<file path="config.mk">
export PLATFORM = sky130hd
export DESIGN_NAME = ocs_top
export DESIGN_NICKNAME = d
export VERILOG_FILES = /design/src/hdl/ocs_pkg.sv /design/src/hdl/ocs_div.sv /design/src/hdl/ocs_top.sv
export VERILOG_INCLUDE_DIRS = /design/src /design/src/hdl
export SDC_FILE = /design/constraint.sdc
export NUM_CORES = 1
export LEC_CHECK = 0
export BUFFER_PORTS_ARGS = -buffer_cell sky130_fd_sc_hd__buf_2
export CELL_PAD_IN_SITES_DETAIL_PLACEMENT = 1
export CELL_PAD_IN_SITES_GLOBAL_PLACEMENT = 2
export CORE_MARGIN = 2
export CORE_UTILIZATION = 37
export DETAILED_ROUTE_END_ITERATION = 12
export GPL_TIMING_DRIVEN = 0
export PLACE_DENSITY = 0.82
export SETUP_SLACK_MARGIN = 0.1
export SYNTH_ARGS = -nofsm -noshare
export SYNTH_HDL_FRONTEND = slang
export SYNTH_SLANG_ARGS = --single-unit
</file>
<file path="constraint.sdc">
create_clock -name clk -period 4.4 [get_ports clk]
set_clock_uncertainty 0.1 [all_clocks]
set_input_delay 0.22 -clock clk [delete_from_list [all_inputs] [get_ports clk]]
set_output_delay 0.22 -clock clk [all_outputs]
set_load 0.01 [all_outputs]
</file>
<file path="src/hdl/ocs_defs.svh">
// Purpose: constants for the oscillator and master clock selector
// Assumes: clk stands in for the base oscillation at twice the undivided rate
// Notes:   divide ratios are in half-periods of the undivided oscillator
`ifndef OCS_DEFS_SVH
`define OCS_DEFS_SVH

// ----------------------------------------------------------------------------
// selection codes
// ----------------------------------------------------------------------------
`define OCS_CODE_W        5
`define OCS_RATIO_W       8
`define OCS_CODE_DEFAULT  5'h00
`define OCS_CODE_MAX      5'h14

// ----------------------------------------------------------------------------
// divide ratios, code 0 in the low byte, code 20 in the high byte
// ----------------------------------------------------------------------------
`define OCS_RATIO_TABLE {8'h02, 8'h03, 8'h04, 8'h05, 8'h06, 8'h07, 8'h08, \
                         8'h09, 8'h0a, 8'h0d, 8'h12, 8'h14, 8'h1a, 8'h1d, \
                         8'h20, 8'h26, 8'h30, 8'h3e, 8'h54, 8'h6c, 8'h80}
`define OCS_OSC_RATIO     8'h02

// ----------------------------------------------------------------------------
// timing
// ----------------------------------------------------------------------------
`define OCS_CLK_PERIOD_NS 100
`define OCS_T_STABLE_NS   100
`define OCS_STABLE_CYC    (((`OCS_T_STABLE_NS + `OCS_CLK_PERIOD_NS - 1) / `OCS_CLK_PERIOD_NS) < 1 ? 1 : \
                           ((`OCS_T_STABLE_NS + `OCS_CLK_PERIOD_NS - 1) / `OCS_CLK_PERIOD_NS))
`define OCS_STAB_W        4

`endif

</file>
<file path="src/hdl/ocs_pkg.sv">
// Purpose: types for the oscillator and master clock selector
// Assumes: constants come from ocs_defs.svh
// Notes:   state encodings are one-hot
`include "ocs_defs.svh"

package ocs_pkg;

    // master clock selection state
    typedef enum logic [2:0] {
        OCS_MCLK_DEFAULT  = 3'b001,
        OCS_MCLK_PENDING  = 3'b010,
        OCS_MCLK_SELECTED = 3'b100
    } ocs_mclk_st_t;

    // divider state
    typedef struct packed {
        logic [`OCS_RATIO_W-1:0] cnt;
        logic                    tick;
    } ocs_div_st_t;

    // top state
    typedef struct packed {
        ocs_mclk_st_t            st;
        logic [`OCS_CODE_W-1:0]  code;
        logic [`OCS_CODE_W-1:0]  pend;
        logic [`OCS_STAB_W-1:0]  stab;
        logic                    tree_ce;
        logic                    pll_ce;
        logic                    switched;
    } ocs_top_st_t;

endpackage

</file>
<file path="src/hdl/ocs_div.sv">
// Purpose: counter divider producing a one-cycle enable per period
// Assumes: ratio is at least 2 and changes only on the wrap cycle
// Notes:   wrap is combinational so the owner can swap ratio at a period edge
`timescale 1ns/1ns
`include "ocs_defs.svh"

module ocs_div (
    input  wire logic                    clk,
    input  wire logic                    sys_rst,
    input  wire logic                    run,
    input  wire logic [`OCS_RATIO_W-1:0] ratio,
    output logic                         tick,
    output logic                         wrap
);
    import ocs_pkg::*;

    ocs_div_st_t s_q;
    ocs_div_st_t s_d;

    // ------------------------------------------------------------------------
    // counting
    // ------------------------------------------------------------------------
    // last count of the current period
    assign wrap = run && (s_q.cnt == ratio - 8'h01);
    assign tick = s_q.tick;

    // divide the base oscillation, never retune it
    always_comb begin
        s_d = s_q;
        s_d.tick = 1'b0;
        if (!run) begin
            s_d.cnt = 8'h00;
        end else if (wrap) begin
            s_d.cnt  = 8'h00; // RULE_03
            s_d.tick = 1'b1;
        end else begin
            s_d.cnt = s_q.cnt + 8'h01; // RULE_03
        end
    end

    // state register
    always_ff @(posedge clk or posedge sys_rst) begin
        if (sys_rst) begin
            s_q <= '0;
        end else begin
            s_q <= s_d;
        end
    end
endmodule

</file>
<file path="src/hdl/ocs_top.sv">
// Purpose: on-chip oscillator gating, routing and master clock selection
// Assumes: config inputs are static or pulsed in step with clk
// Notes:   osc_tree_ce, osc_pll_ref_ce and mclk_ce are clock enables; clk is the base oscillation
`timescale 1ns/1ns
`include "ocs_defs.svh"

// Contract
// RULE_01: oscillator runs only when config bit and fabric input both enable it.
// RULE_02: oscillator output goes either to the clock tree or the pll reference.
// RULE_03: output frequencies come from dividing a base oscillation in logic.
// RULE_04: after power-up the master clock runs at the 2.08 MHz default.
// RULE_05: master clock changes only after selection bits are fully received.
// RULE_06: with no explicit choice the master clock stays at 2.08 MHz.
// RULE_07: selection takes one of 21 frequencies, 2.08 up to 133 MHz.
// RULE_08: the switch to the new master clock is free of glitches and runts.
module ocs_top (
    input  wire logic                   clk,
    input  wire logic                   sys_rst,
    input  wire logic                   cfg_osc_en,
    input  wire logic                   user_osc_en,
    input  wire logic                   route_to_pll,
    input  wire logic                   cfg_sel_valid,
    input  wire logic                   cfg_sel_present,
    input  wire logic [`OCS_CODE_W-1:0] cfg_sel_code,
    output logic                        osc_tree_ce,
    output logic                        osc_pll_ref_ce,
    output logic                        mclk_ce,
    output logic [`OCS_CODE_W-1:0]      mclk_code,
    output logic                        mclk_switched
);
    import ocs_pkg::*;

    localparam logic [`OCS_STAB_W-1:0] STAB_CYC = `OCS_STAB_W'(`OCS_STABLE_CYC);
    localparam logic [20*8+7:0]        RATIOS   = `OCS_RATIO_TABLE;

    ocs_top_st_t             s_q;
    ocs_top_st_t             s_d;
    logic                    osc_run;
    logic                    osc_tick;
    logic                    mclk_wrap;
    logic [`OCS_RATIO_W-1:0] mclk_ratio;

    // ------------------------------------------------------------------------
    // decoding
    // ------------------------------------------------------------------------
    // divide ratio of a selection code
    function automatic logic [`OCS_RATIO_W-1:0] ocs_ratio(input logic [`OCS_CODE_W-1:0] code);
        ocs_ratio = RATIOS[code*8 +: 8];
    endfunction

    // only the 21 listed frequencies are legal
    function automatic logic ocs_code_ok(input logic [`OCS_CODE_W-1:0] code);
        ocs_code_ok = (code <= `OCS_CODE_MAX);
    endfunction

    // both enables must agree
    assign osc_run    = cfg_osc_en && user_osc_en; // RULE_01
    assign mclk_ratio = ocs_ratio(s_q.code);

    // ------------------------------------------------------------------------
    // dividers
    // ------------------------------------------------------------------------
    // undivided oscillator, held until the startup time has passed
    ocs_div u_osc_div (
        .clk     (clk),
        .sys_rst (sys_rst),
        .run     (osc_run && (s_q.stab == STAB_CYC)),
        .ratio   (`OCS_OSC_RATIO),
        .tick    (osc_tick),
        .wrap    ()
    );

    // master configuration clock, free running from reset
    ocs_div u_mclk_div (
        .clk     (clk),
        .sys_rst (sys_rst),
        .run     (1'b1),
        .ratio   (mclk_ratio), // RULE_03
        .tick    (mclk_ce),
        .wrap    (mclk_wrap)
    );

    // ------------------------------------------------------------------------
    // next state
    // ------------------------------------------------------------------------
    always_comb begin
        s_d = s_q;
        // startup wait after enable
        if (!osc_run) begin
            s_d.stab = '0;
        end else if (s_q.stab != STAB_CYC) begin
            s_d.stab = s_q.stab + `OCS_STAB_W'(1);
        end
        // route the oscillator to one consumer only
        s_d.tree_ce = osc_run && osc_tick && !route_to_pll; // RULE_02
        s_d.pll_ce  = osc_run && osc_tick && route_to_pll;  // RULE_02
        // master clock selection
        case (s_q.st)
            OCS_MCLK_DEFAULT: begin
                s_d.code = `OCS_CODE_DEFAULT; // RULE_04
            end
            OCS_MCLK_PENDING: begin
                // swap only at a period boundary
                if (mclk_wrap) begin
                    s_d.code = s_q.pend; // RULE_08
                    s_d.st   = OCS_MCLK_SELECTED;
                end
            end
            OCS_MCLK_SELECTED: begin
                s_d.st = OCS_MCLK_SELECTED;
            end
            default: begin
                s_d.st   = OCS_MCLK_DEFAULT;
                s_d.code = `OCS_CODE_DEFAULT;
            end
        endcase
        // selection bits complete; absent or illegal choice changes nothing
        if (cfg_sel_valid && cfg_sel_present && ocs_code_ok(cfg_sel_code)) begin // RULE_06 RULE_07
            s_d.pend = cfg_sel_code; // RULE_05
            s_d.st   = OCS_MCLK_PENDING;
        end
        s_d.switched = (s_d.st == OCS_MCLK_SELECTED);
    end

    // state register
    always_ff @(posedge clk or posedge sys_rst) begin
        if (sys_rst) begin
            s_q      <= '0;
            s_q.st   <= OCS_MCLK_DEFAULT;
            s_q.code <= `OCS_CODE_DEFAULT; // RULE_04
            s_q.pend <= `OCS_CODE_DEFAULT;
        end else begin
            s_q <= s_d;
        end
    end

    assign osc_tree_ce    = s_q.tree_ce;
    assign osc_pll_ref_ce = s_q.pll_ce;
    assign mclk_code      = s_q.code;
    assign mclk_switched  = s_q.switched;
endmodule
</file>
# [Word-level counts from Yosys, hierarchy flattened]
# Cells that the tools add are included.
[totals] register_bits=38 latchBits=0 mem_bits_rw=0 mem_bits_ro=0 in_bits=12 out_inout_bits=9 mem_count=0
[classes] addsub=4 mul=0 n_div=0 magnitude_cmp=1 n_eq_ne=10 shifts=1 n_mux=12 bitwise=1 n_reduce_logical=10
[op_table] op="indexed part select 168 x 9 -> 8 bit (first input constant)" count=1
[op_table] op="2-to-1 mux 8 bit" count=4
[op_table] op="adder 8 x 1 -> 8 bit (second input constant)" count=2
[op_table] op="case mux 5 bit (2 select lines)" count=1
[op_table] op="case mux 3 bit (3 select lines)" count=1
[op_table] op="equality test 8 x 1 -> 1 bit (second input constant)" count=1
[op_table] op="equality test 8 bit" count=1
[op_table] op="logical AND 1 bit" count=8
[op_table] op="2-to-1 mux 4 bit" count=2
[op_table] op="subtractor 8 x 1 -> 8 bit (second input constant)" count=1
[op_table] op="equality test 3 bit (second input constant)" count=2
[op_table] op="less-or-equal comparator 5 bit (second input constant)" count=1
[op_table] op="adder 4 x 1 -> 4 bit (second input constant)" count=1
[op_table] op="equality test 4 x 1 -> 1 bit (second input constant)" count=1
[op_table] op="inequality test 4 x 1 -> 1 bit (second input constant)" count=1
[op_table] op="equality test 3 x 1 -> 1 bit (second input constant)" count=1
[op_table] op="equality test 3 x 2 -> 1 bit (second input constant)" count=1
[op_table] op="2-to-1 mux 1 bit" count=3
[op_table] op="2-to-1 mux 3 bit" count=1
[op_table] op="inequality test 2 x 1 -> 1 bit (second input constant)" count=1
[op_table] op="inequality test 2 bit (second input constant)" count=1
[op_table] op="AND reduction 2 bit" count=1
[op_table] op="zero test 1 bit" count=1
[op_table] op="NOT 1 bit" count=1

# [Logic depth before layout (Yosys ltp)]
# Gate-level depths: netlist (run 1).
[depth] word_depth=7 depth_mapped=15 mapped_depth_nobuf=13

# [By module]
# A second synthesis (run 1) with hierarchy kept.
[unflattened] cells_unflattened=277 area_unflattened_um2=2570.0
[modules_own_cells] mod="ocs_div" n_inst=2 cells_per_inst=77 area_per_inst_um2=663.1 seq_area_each_um2=225.2
[modules_own_cells] mod="ocs_top" n_inst=1 cells_per_inst=123 area_per_inst_um2=1243.7 seq_area_each_um2=501.7

# [Worst setup path after synthesis (run 1)]
# No wires, ideal clock.
[synth_path] path_type="reg-to-reg" from="register s_q (netlist bit mclk_code[0])" to="register s_q (netlist bit mclk_code[3])" setup_ns=0.070 t_arrival_ns=3.039 t_required_ns=4.230 path_slack_ns=1.191 path_stages_with_launch=16 path_buffers=2 synth_period_minus_slack_ns=3.209 path_cell_list="dfrtp_1 clkbuf_1 inv_1 ha_1 nor2_1 a21oi_1 o311ai_2 inv_1 ha_1 xnor2_1 a21oi_1 o211a_1 nand4_1 buf_4 or3_1 nand3_1"
[synth_between] elab_chain_cells=5
[synth_rtl] item="start: declaration" line="ocs_top.sv:36" rtl="ocs_top_st_t s_q;"
[synth_rtl] item="indexed part select 168 x 9 -> 8 bit" line="ocs_top.sv:48" rtl="ocs_ratio = RATIOS[code*8 +: 8];"
[synth_rtl] item="subtractor 8 x 1 -> 8 bit" line="ocs_div.sv:24" rtl="assign wrap = run && (s_q.cnt == ratio - 8'h01);"
[synth_rtl] item="equality test 8 bit" line="ocs_div.sv:24"
[synth_rtl] item="inequality test 2 bit (no line)"
[synth_rtl] item="AND reduction 2 bit (no line)"
# Every way passes these cells.
# A chain may end at the register's enable or synchronous reset.

# [Final worst setup path (run 1)]
[layout_path] from="register s_q (netlist bit mclk_code[0])" to="register s_q (netlist bit mclk_code[1])"
# The elaborated chain is that of the path after synthesis.

==> impl_metrics.env, run 1 <==
export IMPL_num_nets_final=305
export IMPL_cts_root_buf="clkbuf_8"
export IMPL_relSlewSlack_pct=46.2
export IMPL_swShare_pct=24.1
export IMPL_worstPathRequired_ns=4.54
export IMPL_die_area_mm2=0.00699
export IMPL_start_util_pct=37.6
export IMPL_rr_worst_depth=15
export IMPL_antenna_cells=0
export IMPL_cts_clk_slew_worst_paths_ns=0.08
export IMPL_drive_gt1_share_pct=18.6
export IMPL_ys_flop_type="dfrtp_1"
export IMPL_grt_pass1_wl_mm=9.03
export IMPL_gp_congestion=0.748
export IMPL_dp_slack_ns=0.551
export IMPL_fmax_mhz=263
export IMPL_yosys_area_share_adder_pct=4.80
export IMPL_synth_top_family_by_area="simple AND/OR/NAND/NOR gates"
export IMPL_synth_edff_count=0
export IMPL_hold_violations=0
export IMPL_wl_mm=5.10
export IMPL_dp_hpwl_mm=3.80
export IMPL_min_period_over_period_pct=86.5
export IMPL_grt_antenna_before_repair=0
export IMPL_critPathKind="flip-flop to flip-flop"
export IMPL_route_detailed_drc=0
export IMPL_final_cell_mix="37 x dfrtp_1, 28 x nor2_1, 25 x buf_2"
export IMPL_holdCritStartpoint="cfg_sel_code[1]"
export IMPL_r2r_start="mclk_code[0]"
export IMPL_clkLatencyLatePin_ns=0.30
export IMPL_ant_nets=0
export IMPL_postCtsResizedCells=0
export IMPL_route_vias_total=1853
export IMPL_worst_pin_slew_ns=0.805
export IMPL_r2r_end="mclk_code[1]"
export IMPL_arrival_ns=3.94
export IMPL_core_area_mm2=0.00624
export IMPL_ys_ff_latch=38
export IMPL_top_usage_layer="met2"
export IMPL_synth_top_area_cell="dfrtp_1"
export IMPL_power_switching_uw=159
export IMPL_htree_levels=2
export IMPL_die_x_um=83.6
export IMPL_met1_usage_pct=20.1
export IMPL_cts_setup_buffers=0
export IMPL_die_h_um=83.6
export IMPL_ir_worst_vdd_v=0.000184
export IMPL_reg2reg_setup_slack_ns=0.60
export IMPL_power_leakage_nw=1.26
export IMPL_cts_max_path_buffers=2
export IMPL_fin_util_pct=42.6
export IMPL_ys_warn_count=0
export IMPL_routed_via_density=5.12
export IMPL_crit_path_end_kind="flip-flop"
export IMPL_crit_path_max_incr_delay_ns=0.42
export IMPL_p_clk_share_pct=38.8
export IMPL_cts_tree="yes"
export IMPL_rows=29
export IMPL_pwr_share_comb_pct=5.6
export IMPL_whs_path_depth=3
export IMPL_portBuffers=20
export IMPL_path_max_fanout=10
export IMPL_rsz0062_at_grt="false"
export IMPL_layout_min_cycle_time_ns=3.80
export IMPL_crit_chain="clkbuf_1, inv_1, ha_1, nor2_1, a21oi_1, o311ai_2, inv_1, ha_1, xor2_1, xnor2_1, o211a_1, nand4_1, buf_4, or3_1, nand3_1"
export IMPL_hold_end="s_q[8]"
export IMPL_synth_simple_area_share_pct=26.5
export IMPL_synth_xor_area_share_pct=9.71
export IMPL_async_reset_ff_share_pct=100
export IMPL_grt_use_total_pct=16.0
export IMPL_maxCapViolCount=0
export IMPL_synth_area_per_cell_um2=9.20
export IMPL_worst_slack_ns=0.596
export IMPL_syn_inst=255
export IMPL_setup_viol=0
export IMPL_critical_path_slowest_cell="o311ai_2"
export IMPL_synth_cell_types=48
export IMPL_synth_area_top_cells="dfrtp_1 39%, xnor2_1 4.9%, xor2_1 4.9%"
export IMPL_final_common_cell="dfrtp_1"
export IMPL_boundaryPins=21
export IMPL_grt_pass1_vias=1901
export IMPL_overflow=0
export IMPL_area_growth_pct=13.3
export IMPL_seqPwrFrac_pct=55.7
export IMPL_syn_area_mm2=0.00234
export IMPL_status="completed"
export IMPL_detail_route_wl_per_cell_um=14.1
export IMPL_synth_compound_area_share_pct=9.98
export IMPL_met3_usage_pct=2.67
export IMPL_drtIter0Drc=37
export IMPL_cts_hold_buf=2
export IMPL_cts_buffers=5
export IMPL_hp_class="input port to flip-flop"
export IMPL_muxShareOfSynthArea_pct=1.87
export IMPL_internal_power_uw=500
export IMPL_drv_slew=0
export IMPL_start_kind="flip-flop"
export IMPL_synth_yosys_seq_area_share_pct=40.6
export IMPL_clock_sinks=38
export IMPL_synth_nets=276
export IMPL_dr_pass1_iters=4
export IMPL_tns_ns=0
export IMPL_grt_max_degree=39
export IMPL_grt_util_met2_pct=27.1
export IMPL_p_per_area_mw_per_mm2=248
export IMPL_whs_ns=0.0232
export IMPL_synth_top_area_share_pct=39.5
[power groups by stage]
stage          Combinational (mW)  Sequential (mW)  Clock, mW
2_1_floorplan              0.0240            0.372          0
3_3_place_gp               0.0354            0.374          0
3_5_place_dp               0.0365            0.374          0
4_1_cts                    0.0379            0.367      0.268
5_1_grt                    0.0430            0.369      0.279
6_report                   0.0368            0.367      0.256
[cell families after synthesis]
group	count (synthesis)
buffers and inverters	29
muxes	4
adders and majority gates	9
AOI/OAI and AO/OA	32
DFF	38
xor gates and xnor gates	26
and+or+nand+nor	117
[metrics by stage]
step	instance area (um2)	total power, mW	instances
finish	2660	0.660	362
global route	2660	0.691	362
CTS	2660	0.673	362
detailed placement	2540	0.411	352
global placement	2540	0.409	352
floorplan	2340	0.396	255
[sequential cells by signal, summed over array words and instances (netlist names)]
register	cells
s_q	12
u_mclk_div.s_q	8
u_osc_div.s_q	8
mclk_code	5
mclk_switched	1
osc_pll_ref_ce	1
osc_tree_ce	1
u_mclk_div.tick	1
u_osc_div.tick	1
[critical path: cells and delay by family (launching register included)]
| family | cells | cell delay (ns) |
|---|---|---|
| AND/OR/NAND/NOR | 4 | 0.78 |
| flip-flops | 1 | 0.40 |
| AO/OA/AOI/OAI | 3 | 0.64 |
| buffers and inverters | 4 | 0.87 |
| adder cells (fa/ha/maj) | 2 | 0.64 |
| XOR/XNOR | 2 | 0.33 |
[area by class of cell]
class	instances	area (um2)
clock inverter	2	12.5
fill	755	3580
buffer	16	104
multi-input combinational	188	1240
inverter	13	48.8
sequential	38	952
clock buffer	6	82.6
timing repair buffer	22	120
tap	77	96.3
[layer usage]
layer  wire, um  share of wire, %  vias up
met5          0                 0        -
met4         76               1.5        0
met3        108               2.1        5
met2       2580                50       16
met1       2340                46      907
li1           -                 -      925
[cells in the mapped netlist, types with 2 or more instances]
cell type and count:
a21oi_1 5, nand2b_1 2, o21a_1 4, o21ai_0 5, nor2_1 28, a31oi_1 6, nand3b_1 2, buf_4 6
and3_1 6, ha_1 9, and2_1 5, xor2_1 13, nor3b_1 4, o211a_1 2, or3_1 4, xnor2_1 13
buf_2 5, nor3_1 7, dfrtp_1 37, nand2_1 21, nor4b_1 2, nor2b_1 4, and4_1 2, nand3_1 22
mux2_2 2, clkbuf_1 3, buf_6 2, a211oi_1 2, inv_1 13
[worst max path at each step]
| stage | start | slack (ns) | endpoint |
|---|---|---|---|
| floorplan | mclk_code[0] | 1.19 | mclk_code[3] |
| global placement | mclk_code[0] | 0.60 | mclk_code[2] |
| detailed placement | mclk_code[0] | 0.55 | mclk_code[1] |
| CTS | mclk_code[0] | 0.52 | mclk_code[1] |
| global route | mclk_code[0] | 0.21 | mclk_code[1] |
| finish | mclk_code[0] | 0.60 | mclk_code[1] |
No activity file was read; power rests on OpenSTA's default activity.
==> run 2, diff against run 1 <==
--- a/config.mk
+++ b/config.mk
@@ -10,10 +10,10 @@
 export CELL_PAD_IN_SITES_DETAIL_PLACEMENT = 1
 export CELL_PAD_IN_SITES_GLOBAL_PLACEMENT = 2
 export CORE_MARGIN = 2
-export CORE_UTILIZATION = 37
+export CORE_UTILIZATION = 36
 export DETAILED_ROUTE_END_ITERATION = 12
 export GPL_TIMING_DRIVEN = 0
-export PLACE_DENSITY = 0.82
+export PLACE_DENSITY = 0.8
 export SETUP_SLACK_MARGIN = 0.1
 export SYNTH_ARGS = -nofsm -noshare
 export SYNTH_HDL_FRONTEND = slang
==> run 2 against run 1 <==
  * Count of clock-buffer cells in the layout up 2
  * Worst hold slack worse by 0.049 ns
  * Critical path depth unchanged
  * Power down 4.2%
  * Via count is 0.97% lower
  * Maximum frequency increased by 1.9%
  * Core utilization decreased by 0.89 points
  * Highest routed layer unchanged
  * The run now ends with negative hold slack left
  * Critical endpoint is now mclk_code[0]
==> impl_metrics.env, run 2 (synthesized netlist as in run 1, its figures left out) <==
export IMPL_worstPathRequired_ns=4.52
export IMPL_pwr_share_comb_pct=5.6
export IMPL_r2r_start="mclk_code[0]"
export IMPL_dp_hpwl_mm=3.66
export IMPL_p_clk_share_pct=36.3
export IMPL_fill_cells=767
export IMPL_overflow=0
export IMPL_violations="negative hold slack"
export IMPL_start_kind="flip-flop"
export IMPL_crit_path_end_kind="flip-flop"
export IMPL_regArea_um2=952
export IMPL_clock_sinks=38
export IMPL_cts_setup_buffers=0
export IMPL_grt_max_degree=39
export IMPL_cts_buffers=5
export IMPL_area_growth_pct=12.2
export IMPL_grt_use_total_pct=15.4
export IMPL_power_leakage_nw=1.25
export IMPL_status="complete, but fails checks"
export IMPL_grt_pass1_wl_mm=8.95
export IMPL_route_detailed_drc=0
export IMPL_fmax_mhz=268
export IMPL_endpoint="mclk_code[0]"
export IMPL_final_cell_mix="37 x dfrtp_1, 28 x nor2_1, 25 x buf_2"
export IMPL_cts_root_buf="clkbuf_8"
export IMPL_worst_pin_slew_ns=0.883
export IMPL_portBuffers=20
export IMPL_rows=29
export IMPL_cts_max_path_buffers=2
export IMPL_die_area_mm2=0.00717
export IMPL_drtIter0Drc=60
export IMPL_drv_slew=0
export IMPL_grt_pass1_vias=1841
export IMPL_reg2reg_setup_slack_ns=0.67
export IMPL_ant_nets=0
export IMPL_worstSetupStartpoint="mclk_code[0]"
export IMPL_clkLatencyLatePin_ns=0.29
export IMPL_top_regs="s_q x12, u_mclk_div.s_q x8, u_osc_div.s_q x8"
export IMPL_tns_ns=0
export IMPL_path_max_fanout=10
export IMPL_route_vias_total=1835
export IMPL_maxCapViolCount=0
export IMPL_arrival_ns=3.85
export IMPL_hp_class="input port to asynchronous set/reset pin"
export IMPL_core_area_mm2=0.00631
export IMPL_internal_power_uw=487
export IMPL_multi_input_area_mm2=0.00124
export IMPL_critPathKind="flip-flop to flip-flop"
export IMPL_power_switching_uw=145
export IMPL_regMostFlops="s_q"
export IMPL_detail_route_wl_per_cell_um=13.8
export IMPL_r2r_end="mclk_code[0]"
export IMPL_rsz0062_at_grt="false"
export IMPL_whs_ns=-0.0256
export IMPL_seqPwrFrac_pct=58.1
export IMPL_grt_antenna_before_repair=0
export IMPL_min_period_over_period_pct=84.9
export IMPL_start_util_pct=37.1
export IMPL_wl_mm=4.98
export IMPL_relSlewSlack_pct=41.0
export IMPL_cts_clk_slew_worst_paths_ns=0.07
export IMPL_ir_worst_vdd_v=0.000123
export IMPL_die_h_um=84.7
export IMPL_hold_violations=37
export IMPL_die_x_um=84.7
export IMPL_swShare_pct=23.0
export IMPL_rr_worst_depth=15
export IMPL_htree_levels=2
export IMPL_largest_reg_flops=12
export IMPL_num_nets_final=304
export IMPL_layout_min_cycle_time_ns=3.73
export IMPL_p_per_area_mw_per_mm2=240
export IMPL_drive_gt1_share_pct=17.6
export IMPL_dr_pass1_iters=4
export IMPL_routed_via_density=5.08
export IMPL_cts_tree="yes"
export IMPL_final_common_cell="dfrtp_1"
export IMPL_antenna_cells=0
export IMPL_boundaryPins=21
export IMPL_setup_viol=0
export IMPL_gp_congestion=0.775
-- run 2: cell count changes in the layout (fill, tap and decap cells not counted) --
cell	change
clkbuf_1	+3
clkbuf_8	-1
clkinv_2	-1
clkinvlp_4	-1
dlygate4sd3_1	-1
-- run 2: timing repair --
action	4_1_cts	5_1_grt
endpoints found under the setup margin	0	0
hold buffers	1	0
endpoints found under the hold margin	1	0
resized for setup	0	0
-- run 2: how the worst min path moves through the flow --
stage                             to  slack, ns  cells after the start
CTS                 u_osc_div.s_q[4]      0.005                      2
floorplan                osc_tree_ce       0.19                      1
detailed placement       osc_tree_ce       0.29                      2
global route                  s_q[9]       0.04                      3
finish              u_osc_div.s_q[4]      -0.03                      2
global placement         osc_tree_ce       0.29                      2
-- run 2: stage by stage --
step                      cells  power (mW)  util, %  setup slack [ns]  cell area [um2]
after floorplan             255       0.396        -              1.19             2340
final                       361       0.632     41.7             0.667             2630
after global routing        361       0.668     41.7             0.264             2630
after detailed placement    352       0.410     40.2             0.627             2540
after global placement      352       0.409     40.2             0.659             2540
after CTS                   361       0.645     41.7             0.592             2630
-- run 2: cell type report --
cell class,instances,area share (%)
multi-input cells,188,47.1
flip-flops and latches,38,36.2
repair buffers,21,4.18
plain buffers,16,3.95
well taps,77,3.66
clock buffers,8,3.04
inverters,13,1.85
-- run 2: routing by layer --
metal | global-route usage (%) | vias up | share of wire (%)
met5 | 0 | - | 0
met4 | 5.48 | 0 | 1.5
met3 | 3.15 | 6 | 2.9
met2 | 23.5 | 22 | 47
met1 | 21.8 | 887 | 49
li1 | - | 920 | -
-- run 2: power by group through the flow --
stage | clock (mW) | combinational (mW) | sequential (mW)
6_report | 0.229 | 0.0356 | 0.367
5_1_grt | 0.257 | 0.0429 | 0.368
3_3_place_gp | 0 | 0.0353 | 0.373
2_1_floorplan | 0 | 0.0240 | 0.372
3_5_place_dp | 0 | 0.0363 | 0.373
4_1_cts | 0.242 | 0.0371 | 0.367
-- run 2: critical path: stages (launching register included) --
cell      delay, ns
dfrtp_1        0.39
clkbuf_1       0.37
inv_1          0.16
ha_1           0.39
nor2_1         0.11
a21oi_1        0.06
o311ai_2       0.43
inv_1          0.09
ha_1           0.23
xor2_1         0.19
xnor2_1        0.14
o211a_1        0.15
nand4_1        0.17
buf_4          0.22
or3_1          0.37
nand3_1        0.10
